<file path="src/common/scmc_pkg.sv">
// constants, field layout and types of the system clock mode control block
// assumes a single synchronous clock domain and an 8-bit register port
package scmc_pkg;

  localparam int unsigned SCMC_ADDR_W = 4;
  localparam int unsigned SCMC_DATA_W = 8;
  localparam int unsigned SCMC_CNT_W  = 11;
  localparam int unsigned SCMC_INT_W  = 3;

  localparam logic [3:0] SCMC_OFS_CTRL     = 4'h0;
  localparam logic [3:0] SCMC_OFS_INT_STAT = 4'h1;
  localparam logic [3:0] SCMC_OFS_INT_EN   = 4'h2;
  localparam logic [3:0] SCMC_OFS_INT_CLR  = 4'h3;

  localparam int unsigned SCMC_BIT_DIV_LSB = 5;
  localparam int unsigned SCMC_BIT_FST     = 4;
  localparam int unsigned SCMC_BIT_LO_RDY  = 3;
  localparam int unsigned SCMC_BIT_HI_RDY  = 2;
  localparam int unsigned SCMC_BIT_IDLE    = 1;
  localparam int unsigned SCMC_BIT_HL      = 0;

  localparam logic [7:0] SCMC_CTRL_RESET = 8'h03;

  localparam int unsigned SCMC_INT_LOW_RDY  = 0;
  localparam int unsigned SCMC_INT_HIGH_RDY = 1;
  localparam int unsigned SCMC_INT_WAKE     = 2;

  // settle times in cycles of the oscillator concerned
  localparam logic [10:0] SCMC_LO_XTAL_SETTLE = 11'h400;
  localparam logic [10:0] SCMC_LO_RC_SETTLE   = 11'h002;
  localparam logic [10:0] SCMC_HI_XTAL_SETTLE = 11'h400;
  localparam logic [10:0] SCMC_HRC_SETTLE     = 11'h010;

  typedef enum logic [1:0] {HSRC_HI_XTAL, HSRC_ERC, HSRC_HIRC} scmc_hsrc_t;
  typedef enum logic {LSRC_LO_XTAL, LSRC_LO_RC} scmc_lsrc_t;
  typedef enum logic [1:0] {CLK_HIGH, CLK_LOW, CLK_SUB, CLK_OFF} scmc_clk_src_t;
  typedef enum logic [2:0] {
    PM_RUN, PM_SLEEP0, PM_SLEEP1, PM_IDLE0, PM_IDLE1, PM_WAKE
  } scmc_pmode_t;

  typedef struct packed {
    logic [2:0] clock_divide_select;
    logic       fast_wake_enable;
    logic       low_osc_ready_flag;
    logic       high_osc_ready_flag;
    logic       idle_on_halt;
    logic       high_low_clock_select;
  } scmc_ctrl_t;

  typedef struct packed {
    logic [3:0] addr;
    logic [7:0] wdata;
    logic       wr;
    logic       rd;
  } scmc_bus_req_t;

endpackage : scmc_pkg

</file>
<file path="src/rtl/scmc_top.sv">
// system clock mode control: control register, power mode sequencing, ready flags
// assumes oscillator ticks, halt and wake are one-cycle pulses synchronous to mclk
module scmc_top
  import scmc_pkg::*;
#(
  parameter logic [SCMC_CNT_W-1:0] LO_XTAL_CYC = SCMC_LO_XTAL_SETTLE,
  parameter logic [SCMC_CNT_W-1:0] LO_RC_CYC   = SCMC_LO_RC_SETTLE,
  parameter logic [SCMC_CNT_W-1:0] HI_XTAL_CYC = SCMC_HI_XTAL_SETTLE,
  parameter logic [SCMC_CNT_W-1:0] HRC_CYC     = SCMC_HRC_SETTLE
) (
  input  wire logic          mclk,
  input  wire logic          nrst,
  input  scmc_bus_req_t      bus_req,
  output logic [7:0]         rdata_q,
  input  scmc_hsrc_t         hsrc_cfg,
  input  scmc_lsrc_t         lsrc_cfg,
  input  wire logic          hi_osc_tick,
  input  wire logic          lo_osc_tick,
  input  wire logic          halt_pulse,
  input  wire logic          wake_pulse,
  input  wire logic          idle_sysclk_on,
  input  wire logic          sub_keep_on,
  output scmc_pmode_t        pmode_q,
  output scmc_clk_src_t      clk_src_q,
  output logic [2:0]         div_shift_q,
  output logic               cpu_run_q,
  output logic               irq_q
);

  scmc_ctrl_t                ctrl_q, ctrl_d;
  scmc_pmode_t               pmode_d;
  scmc_clk_src_t             clk_src_d;
  logic [2:0]                div_shift_d;
  logic                      cpu_run_d, irq_d, wake_fast_q, wake_fast_d;
  logic [SCMC_INT_W-1:0]     stat_q, stat_d, en_q, en_d, ev;
  logic [7:0]                rdata_d;
  logic                      lo_rdy, hi_rdy, lo_prev_q, hi_prev_q;
  logic                      lo_run, hi_run, low_sel, need_rdy;
  logic [SCMC_CNT_W-1:0]     lo_target, hi_target;

  // 000 and 001 both pick the low-speed clock while the divided path is chosen
  function automatic logic sel_is_low(input scmc_ctrl_t c);
    return !c.high_low_clock_select && (c.clock_divide_select[2:1] == 2'b00);
  endfunction : sel_is_low

  // divide exponent: 010 gives 2^6, 111 gives 2^1
  function automatic logic [2:0] div_log2(input logic [2:0] sel);
    return 3'h7 - (sel - 3'h1);
  endfunction : div_log2

  assign low_sel   = sel_is_low(ctrl_q);
  assign lo_target = (lsrc_cfg == LSRC_LO_XTAL) ? LO_XTAL_CYC : LO_RC_CYC;
  assign hi_target = (hsrc_cfg == HSRC_HI_XTAL) ? HI_XTAL_CYC : HRC_CYC;
  assign lo_run    = (pmode_q != PM_SLEEP0);
  // high oscillator stops in slow running and in the deep states
  assign hi_run    = !low_sel && ((pmode_q == PM_RUN) || (pmode_q == PM_IDLE1) ||
                                  (pmode_q == PM_WAKE));
  assign need_rdy  = low_sel ? lo_rdy : hi_rdy;

  scmc_settle #(.CNT_W(SCMC_CNT_W)) u_lo_settle (
    .mclk    (mclk),
    .nrst    (nrst),
    .run     (lo_run),
    .tick    (lo_osc_tick),
    .target  (lo_target),
    .ready_q (lo_rdy)
  );

  scmc_settle #(.CNT_W(SCMC_CNT_W)) u_hi_settle (
    .mclk    (mclk),
    .nrst    (nrst),
    .run     (hi_run),
    .tick    (hi_osc_tick),
    .target  (hi_target),
    .ready_q (hi_rdy)
  );

  // register port
  always_comb begin
    ctrl_d  = ctrl_q;
    en_d    = en_q;
    rdata_d = 8'h00;
    if (bus_req.wr) begin
      case (bus_req.addr)
        SCMC_OFS_CTRL: begin
          ctrl_d                     = scmc_ctrl_t'(bus_req.wdata);
          ctrl_d.low_osc_ready_flag  = 1'b0;
          ctrl_d.high_osc_ready_flag = 1'b0;
        end
        SCMC_OFS_INT_EN: en_d = bus_req.wdata[SCMC_INT_W-1:0];
        default: ;
      endcase
    end
    if (bus_req.rd) begin
      case (bus_req.addr)
        SCMC_OFS_CTRL: begin
          rdata_d                  = ctrl_q;
          rdata_d[SCMC_BIT_LO_RDY] = lo_rdy;
          rdata_d[SCMC_BIT_HI_RDY] = hi_rdy;
        end
        SCMC_OFS_INT_STAT: rdata_d = {{(8-SCMC_INT_W){1'b0}}, stat_q};
        SCMC_OFS_INT_EN:   rdata_d = {{(8-SCMC_INT_W){1'b0}}, en_q};
        default:           rdata_d = 8'h00;
      endcase
    end
  end

  // power mode sequencing
  always_comb begin
    pmode_d     = pmode_q;
    wake_fast_d = wake_fast_q;
    ev          = '0;
    case (pmode_q)
      PM_RUN: begin
        if (halt_pulse) begin
          if (ctrl_q.idle_on_halt) begin
            pmode_d = idle_sysclk_on ? PM_IDLE1 : PM_IDLE0;
          end else begin
            pmode_d = sub_keep_on ? PM_SLEEP1 : PM_SLEEP0;
          end
        end
      end
      PM_SLEEP0, PM_SLEEP1, PM_IDLE0, PM_IDLE1: begin
        if (wake_pulse) begin
          pmode_d = PM_WAKE;
          // sleep0 has no substitute clock, idle1 keeps its own clock
          wake_fast_d = ctrl_q.fast_wake_enable && (hsrc_cfg == HSRC_HI_XTAL) &&
                        ((pmode_q == PM_SLEEP1) || (pmode_q == PM_IDLE0)) &&
                        !low_sel;
        end
      end
      PM_WAKE: begin
        if (need_rdy) begin
          pmode_d     = PM_RUN;
          wake_fast_d = 1'b0;
          ev[SCMC_INT_WAKE] = 1'b1;
        end
      end
      default: pmode_d = PM_RUN;
    endcase
    ev[SCMC_INT_LOW_RDY]  = lo_rdy && !lo_prev_q;
    ev[SCMC_INT_HIGH_RDY] = hi_rdy && !hi_prev_q;
  end

  // clock routing; run and idle1 use the low clock until the high one has settled, a fast wake uses the substitute clock
  always_comb begin
    clk_src_d   = CLK_OFF;
    div_shift_d = 3'h0;
    if (!ctrl_q.high_low_clock_select && !low_sel) begin
      div_shift_d = div_log2(ctrl_q.clock_divide_select);
    end else begin
      div_shift_d = 3'h0;
    end
    case (pmode_q)
      PM_RUN, PM_IDLE1: clk_src_d = (low_sel || !hi_rdy) ? CLK_LOW : CLK_HIGH;
      PM_WAKE:          clk_src_d = (wake_fast_q && !hi_rdy) ? CLK_SUB : CLK_OFF;
      default:          clk_src_d = CLK_OFF;
    endcase
    cpu_run_d = (pmode_q == PM_RUN) || ((pmode_q == PM_WAKE) && wake_fast_q);
  end

  // sticky status: a new event wins over a clear in the same cycle
  always_comb begin
    stat_d = stat_q | ev;
    if (bus_req.wr && (bus_req.addr == SCMC_OFS_INT_CLR)) begin
      stat_d = (stat_q & ~bus_req.wdata[SCMC_INT_W-1:0]) | ev;
    end
    irq_d = |(stat_d & en_d);
  end

  always_ff @(posedge mclk) begin
    if (!nrst) begin
      ctrl_q      <= scmc_ctrl_t'(SCMC_CTRL_RESET);
      en_q        <= '0;
      stat_q      <= '0;
      rdata_q     <= 8'h00;
      pmode_q     <= PM_RUN;
      wake_fast_q <= 1'b0;
      clk_src_q   <= CLK_LOW;
      div_shift_q <= 3'h0;
      cpu_run_q   <= 1'b0;
      irq_q       <= 1'b0;
      lo_prev_q   <= 1'b0;
      hi_prev_q   <= 1'b0;
    end else begin
      ctrl_q      <= ctrl_d;
      en_q        <= en_d;
      stat_q      <= stat_d;
      rdata_q     <= rdata_d;
      pmode_q     <= pmode_d;
      wake_fast_q <= wake_fast_d;
      clk_src_q   <= clk_src_d;
      div_shift_q <= div_shift_d;
      cpu_run_q   <= cpu_run_d;
      irq_q       <= irq_d;
      lo_prev_q   <= lo_rdy;
      hi_prev_q   <= hi_rdy;
    end
  end
endmodule : scmc_top

</file>
<file path="src/rtl/scmc_settle.sv">
// oscillator settle counter: ready after a set number of oscillator ticks
// assumes tick is a one-cycle pulse per oscillator cycle, synchronous to mclk
module scmc_settle
  import scmc_pkg::*;
#(
  parameter int unsigned CNT_W = SCMC_CNT_W
) (
  input  wire logic             mclk,
  input  wire logic             nrst,
  input  wire logic             run,
  input  wire logic             tick,
  input  wire logic [CNT_W-1:0] target,
  output logic                  ready_q
);

  logic [CNT_W-1:0] cnt_q;
  logic [CNT_W-1:0] cnt_d;
  logic             ready_d;

  // a stopped oscillator loses its settled state at once
  always_comb begin
    cnt_d   = cnt_q;
    ready_d = ready_q;
    if (!run) begin
      cnt_d   = '0;
      ready_d = 1'b0;
    end else if (tick && !ready_q) begin
      cnt_d = cnt_q + 1'b1;
      if (cnt_q == target - 1'b1) begin
        ready_d = 1'b1;
      end
    end
  end

  always_ff @(posedge mclk) begin
    if (!nrst) begin
      cnt_q   <= '0;
      ready_q <= 1'b0;
    end else begin
      cnt_q   <= cnt_d;
      ready_q <= ready_d;
    end
  end
endmodule : scmc_settle

</file>
<file path="config.mk">
export PLATFORM = sky130hd
export DESIGN_NAME = scmc_top
export DESIGN_NICKNAME = d
export VERILOG_FILES = /design/src/common/scmc_pkg.sv /design/src/rtl/scmc_top.sv /design/src/rtl/scmc_settle.sv
export SDC_FILE = /design/constraint.sdc
export NUM_CORES = 1
export LEC_CHECK = 0
export BUFFER_PORTS_ARGS = -buffer_cell sky130_fd_sc_hd__buf_2
export CAP_MARGIN = 0
export CORE_ASPECT_RATIO = 0.9
export CORE_MARGIN = 1
export CORE_UTILIZATION = 35
export CTS_CLUSTER_DIAMETER = 100
export DETAILED_ROUTE_END_ITERATION = 8
export GPL_TIMING_DRIVEN = 0
export PLACE_DENSITY_LB_ADDON = 0.1
export SYNTH_ARGS = -nofsm -noshare
export SYNTH_HDL_FRONTEND = slang
export SYNTH_SLANG_ARGS = --single-unit
</file>
<file path="constraint.sdc">
create_clock -name mclk -period 3 [get_ports mclk]
set_input_delay 0.3 -clock mclk [delete_from_list [all_inputs] [get_ports mclk]]
set_output_delay 0.3 -clock mclk [all_outputs]
set_load 0.03 [all_outputs]
</file>
==> impl_metrics.ini <==
[yosys]
synth_top_family_by_area = simple AND/OR/NAND/NOR gates
synth_flop_cell = dfxtp_1
number_of_synthesized_flops_with_an_enable_pin = 0
synth.yosys.seq_area_share_pct = 45.19
postSynth.asyncResetShare_pct = 0
synth_area_leader_cell = dfxtp_1
synth.area.top_cells = dfxtp_1 45%, nor2_1 6.2%, mux2i_1 5.6%
compound_gate_fraction_of_synth_area_pct = 10.51
synth.net_count = 313
netlist-cell-type-count = 48
synth_mux_area_share_pct = 5.996
ys_seq_elements = 57
syn_area_mm2 = 0.002525
syn-mean-instance-area_um2 = 8.859
post_synth_and_or_nand_nor_area_fraction_pct = 28.10
ys_warn_count = 0
synth-adder-area-share_pct = 1.487
synth_xor_area_share_pct = 5.897
synthCells = 285
synth_top_area_share_pct = 45.19

[worst_setup_path]
timing_worst_setup_path_type = flip-flop to flip-flop
cp_max_fo = 10
critical_path.reg2reg.startpoint = pmode_q[1]
worstSetupEndpointType = flip-flop
critical_path_arrival_ns = 1.96
data_required_time_of_the_critical_path_ns = 3.20
cp-start-kind = flip-flop
regToRegSetupSlack_ns = 1.23
reg2reg_path_depth = 4
crit-reg2reg-capture = u_lo_settle.cnt_q[2]

[clock_tree]
clk_transition_reported_paths_ns = 0.06
holdBufCountCts = 0
insertion_delay_ns = 0.32
root_buffer = clkbuf_8
cts_sinks = 57
cts_max_path_buffers = 2
cts_tree = built
numCtsBuffers = 9
post-cts-setup-buffers = 0
cts_resized = 0
clock_tree.htree_level_count = 3

[timing]
max-slew-margin-rel_pct = 59.66
worst_pin_slew_ns = 0.5967
timing.fmax_mhz = 566.3
post-route-period-util_pct = 58.87
finalSetupViolCount = 0
fin_ws_ns = 1.234
final.setup.tns_ns = 0
hold_violations = 0
report.final.slew_viol_count = 0
period_needed_ns = 1.766
setup_repair_after_global_routing_missed_its_margin = no
clock-skew-final_ns = 0.006531

[global_route]
grt_remaining_overflow = 0
grt_first_pass_wirelength_mm = 9.232
grt_start_max_net_pins = 11
first_global_vias = 1892
initial_antenna_violation_count = 0
grt_use_total_pct = 16.10

[finish]
final_layout_size_suffix_gt1_share_pct = 19.30
finish.net_count = 365
finalCoreUtilization_pct = 44.93
post_layout_instance_count_excluding_filler_cells = 432
mostFrequentLayoutCell = dfxtp_1
areaGrowthSynthToFinish_pct = 20.32
layout.cells.most_common_list = 57 x dfxtp_1, 44 x buf_2, 42 x nor2_1
antenna_cells_inserted = 0

[power]
net-switching-power_mw = 0.5555
vdd_drop_max_v = 0.0003134
powerDensity_mw_per_mm2 = 620.7
power_report.internal_total_mw = 1.330
cellLeakagePower_nw = 1.247
power.share.switching_pct = 29.46
power.combinational.fraction_pct = 18.6
p_clk_share_pct = 36.7
sequential_share_of_power_pct = 44.8

[status]
outcome = complete, no violations

[placed_design]
number_of_cells_after_detailed_placement = 416
gp_routability_congestion = 0.7453
place_hpwl_mm = 4.112
place_worst_setup_slack_ns = 1.207
buffer_ports.inserted = 41

[min_path]
timing.hold.worst.class = input pin to flip-flop
min_delay_worst_endpoint = ctrl_q[5]
hold_path_depth = 3
min_from = bus_req[7]

[die]
chipWidth_um = 91.53
initial_core_util_pct = 37.34
placeableCoreArea_mm2 = 0.006761
die_h_um = 82.58
pin_count = 43
design.die.area_mm2 = 0.007558
fp-row-count = 28

[route]
num_vias = 2119
drc_errors = 0
wire_per_inst_um = 13.20
drt_pre_antenna_iters = 4
routed_via_density = 4.905
drt-initial-drc-count = 104
ant_nets = 0
route.final.wire_length_mm = 5.701

[job]
maxCapViolations = 0
[synthesized netlist by cell type, types with 3 or more instances]
cell type,count
mux2i_1,14
or4_1,5
a21oi_1,12
nor4_1,7
ha_1,3
nand2_1,19
and2_1,6
and4_1,3
nand4_1,5
o21ai_0,15
buf_2,3
xnor2_1,9
dfxtp_1,57
or3_1,4
nand2b_1,3
xor2_1,8
and4b_1,3
clkbuf_1,6
nand3_1,9
inv_1,9
nor2_1,42
nor3_1,9
[area by class of cell]
| cell class | instances | area [um^2] |
|---|---|---|
| buffer | 9 | 37.54 |
| clock buffer | 10 | 137.6 |
| clock inverter | 6 | 57.56 |
| fill | 699 | 3724 |
| inverter | 9 | 33.78 |
| multi-input combinational | 210 | 1313 |
| sequential | 57 | 1141 |
| tap | 90 | 112.6 |
| timing repair buffer | 41 | 205.2 |
[power groups by stage]
stage               sequential [mW]  clock (mW)  combinational (mW)
global route                  0.850       0.753               0.389
finish                        0.844       0.691               0.350
floorplan                     0.899           0               0.206
CTS                           0.844       0.715               0.352
detailed placement            0.861           0               0.350
global placement              0.862           0               0.351
[layer usage]
layer	part of all wire (%)	wire (um)	GRT usage (%)
met1	54	3070	22.23
met2	41	2343	23.53
met3	3.9	223	4.487
met4	1.1	64	6.667
met5	0	0	0
[critical path, stage by stage, from the launching register on]
cell and delay (ns):
dfxtp_1 0.37, clkbuf_1 0.24, o31ai_1 0.52, clkbuf_1 0.41
nor2_1 0.09
[cells by family (layout without fill, tap and decap cells)]
group	count (synthesis)	in the layout
compound gates	43	43
xor+xnor	17	17
fa+ha+maj	3	3
buf+inv	18	75
flops	57	57
mux	15	15
simple gates	132	132
[worst max path at each step]
stage | startpoint | endpoint
after floorplan | pmode_q[1] | pmode_q[1]
after global placement | pmode_q[2] | u_lo_settle.cnt_q[9]
after detailed placement | pmode_q[2] | u_lo_settle.cnt_q[2]
after CTS | pmode_q[2] | u_lo_settle.cnt_q[2]
after global routing | u_lo_settle.ready_q | pmode_q[0]
final | pmode_q[1] | u_lo_settle.cnt_q[2]
[registers in the layout, indices dropped and copies added (netlist names), 2 cells and up]
name               count
clk_src_q              2
rdata_q                8
ctrl_q                 6
stat_q                 3
en_q                   3
u_lo_settle.cnt_q     11
pmode_q                3
div_shift_q            3
u_hi_settle.cnt_q     11
[stage by stage]
step	hold slack [ns]	instance area, um^2	total power [mW]
floorplan	0.4251	2525	1.104
global placement	0.4856	2843	1.213
detailed placement	0.4877	2843	1.211
CTS	0.2067	3038	1.911
global route	0.2233	3038	1.992
finish	0.2236	3038	1.886
No activity file was read; power rests on OpenSTA's default activity.
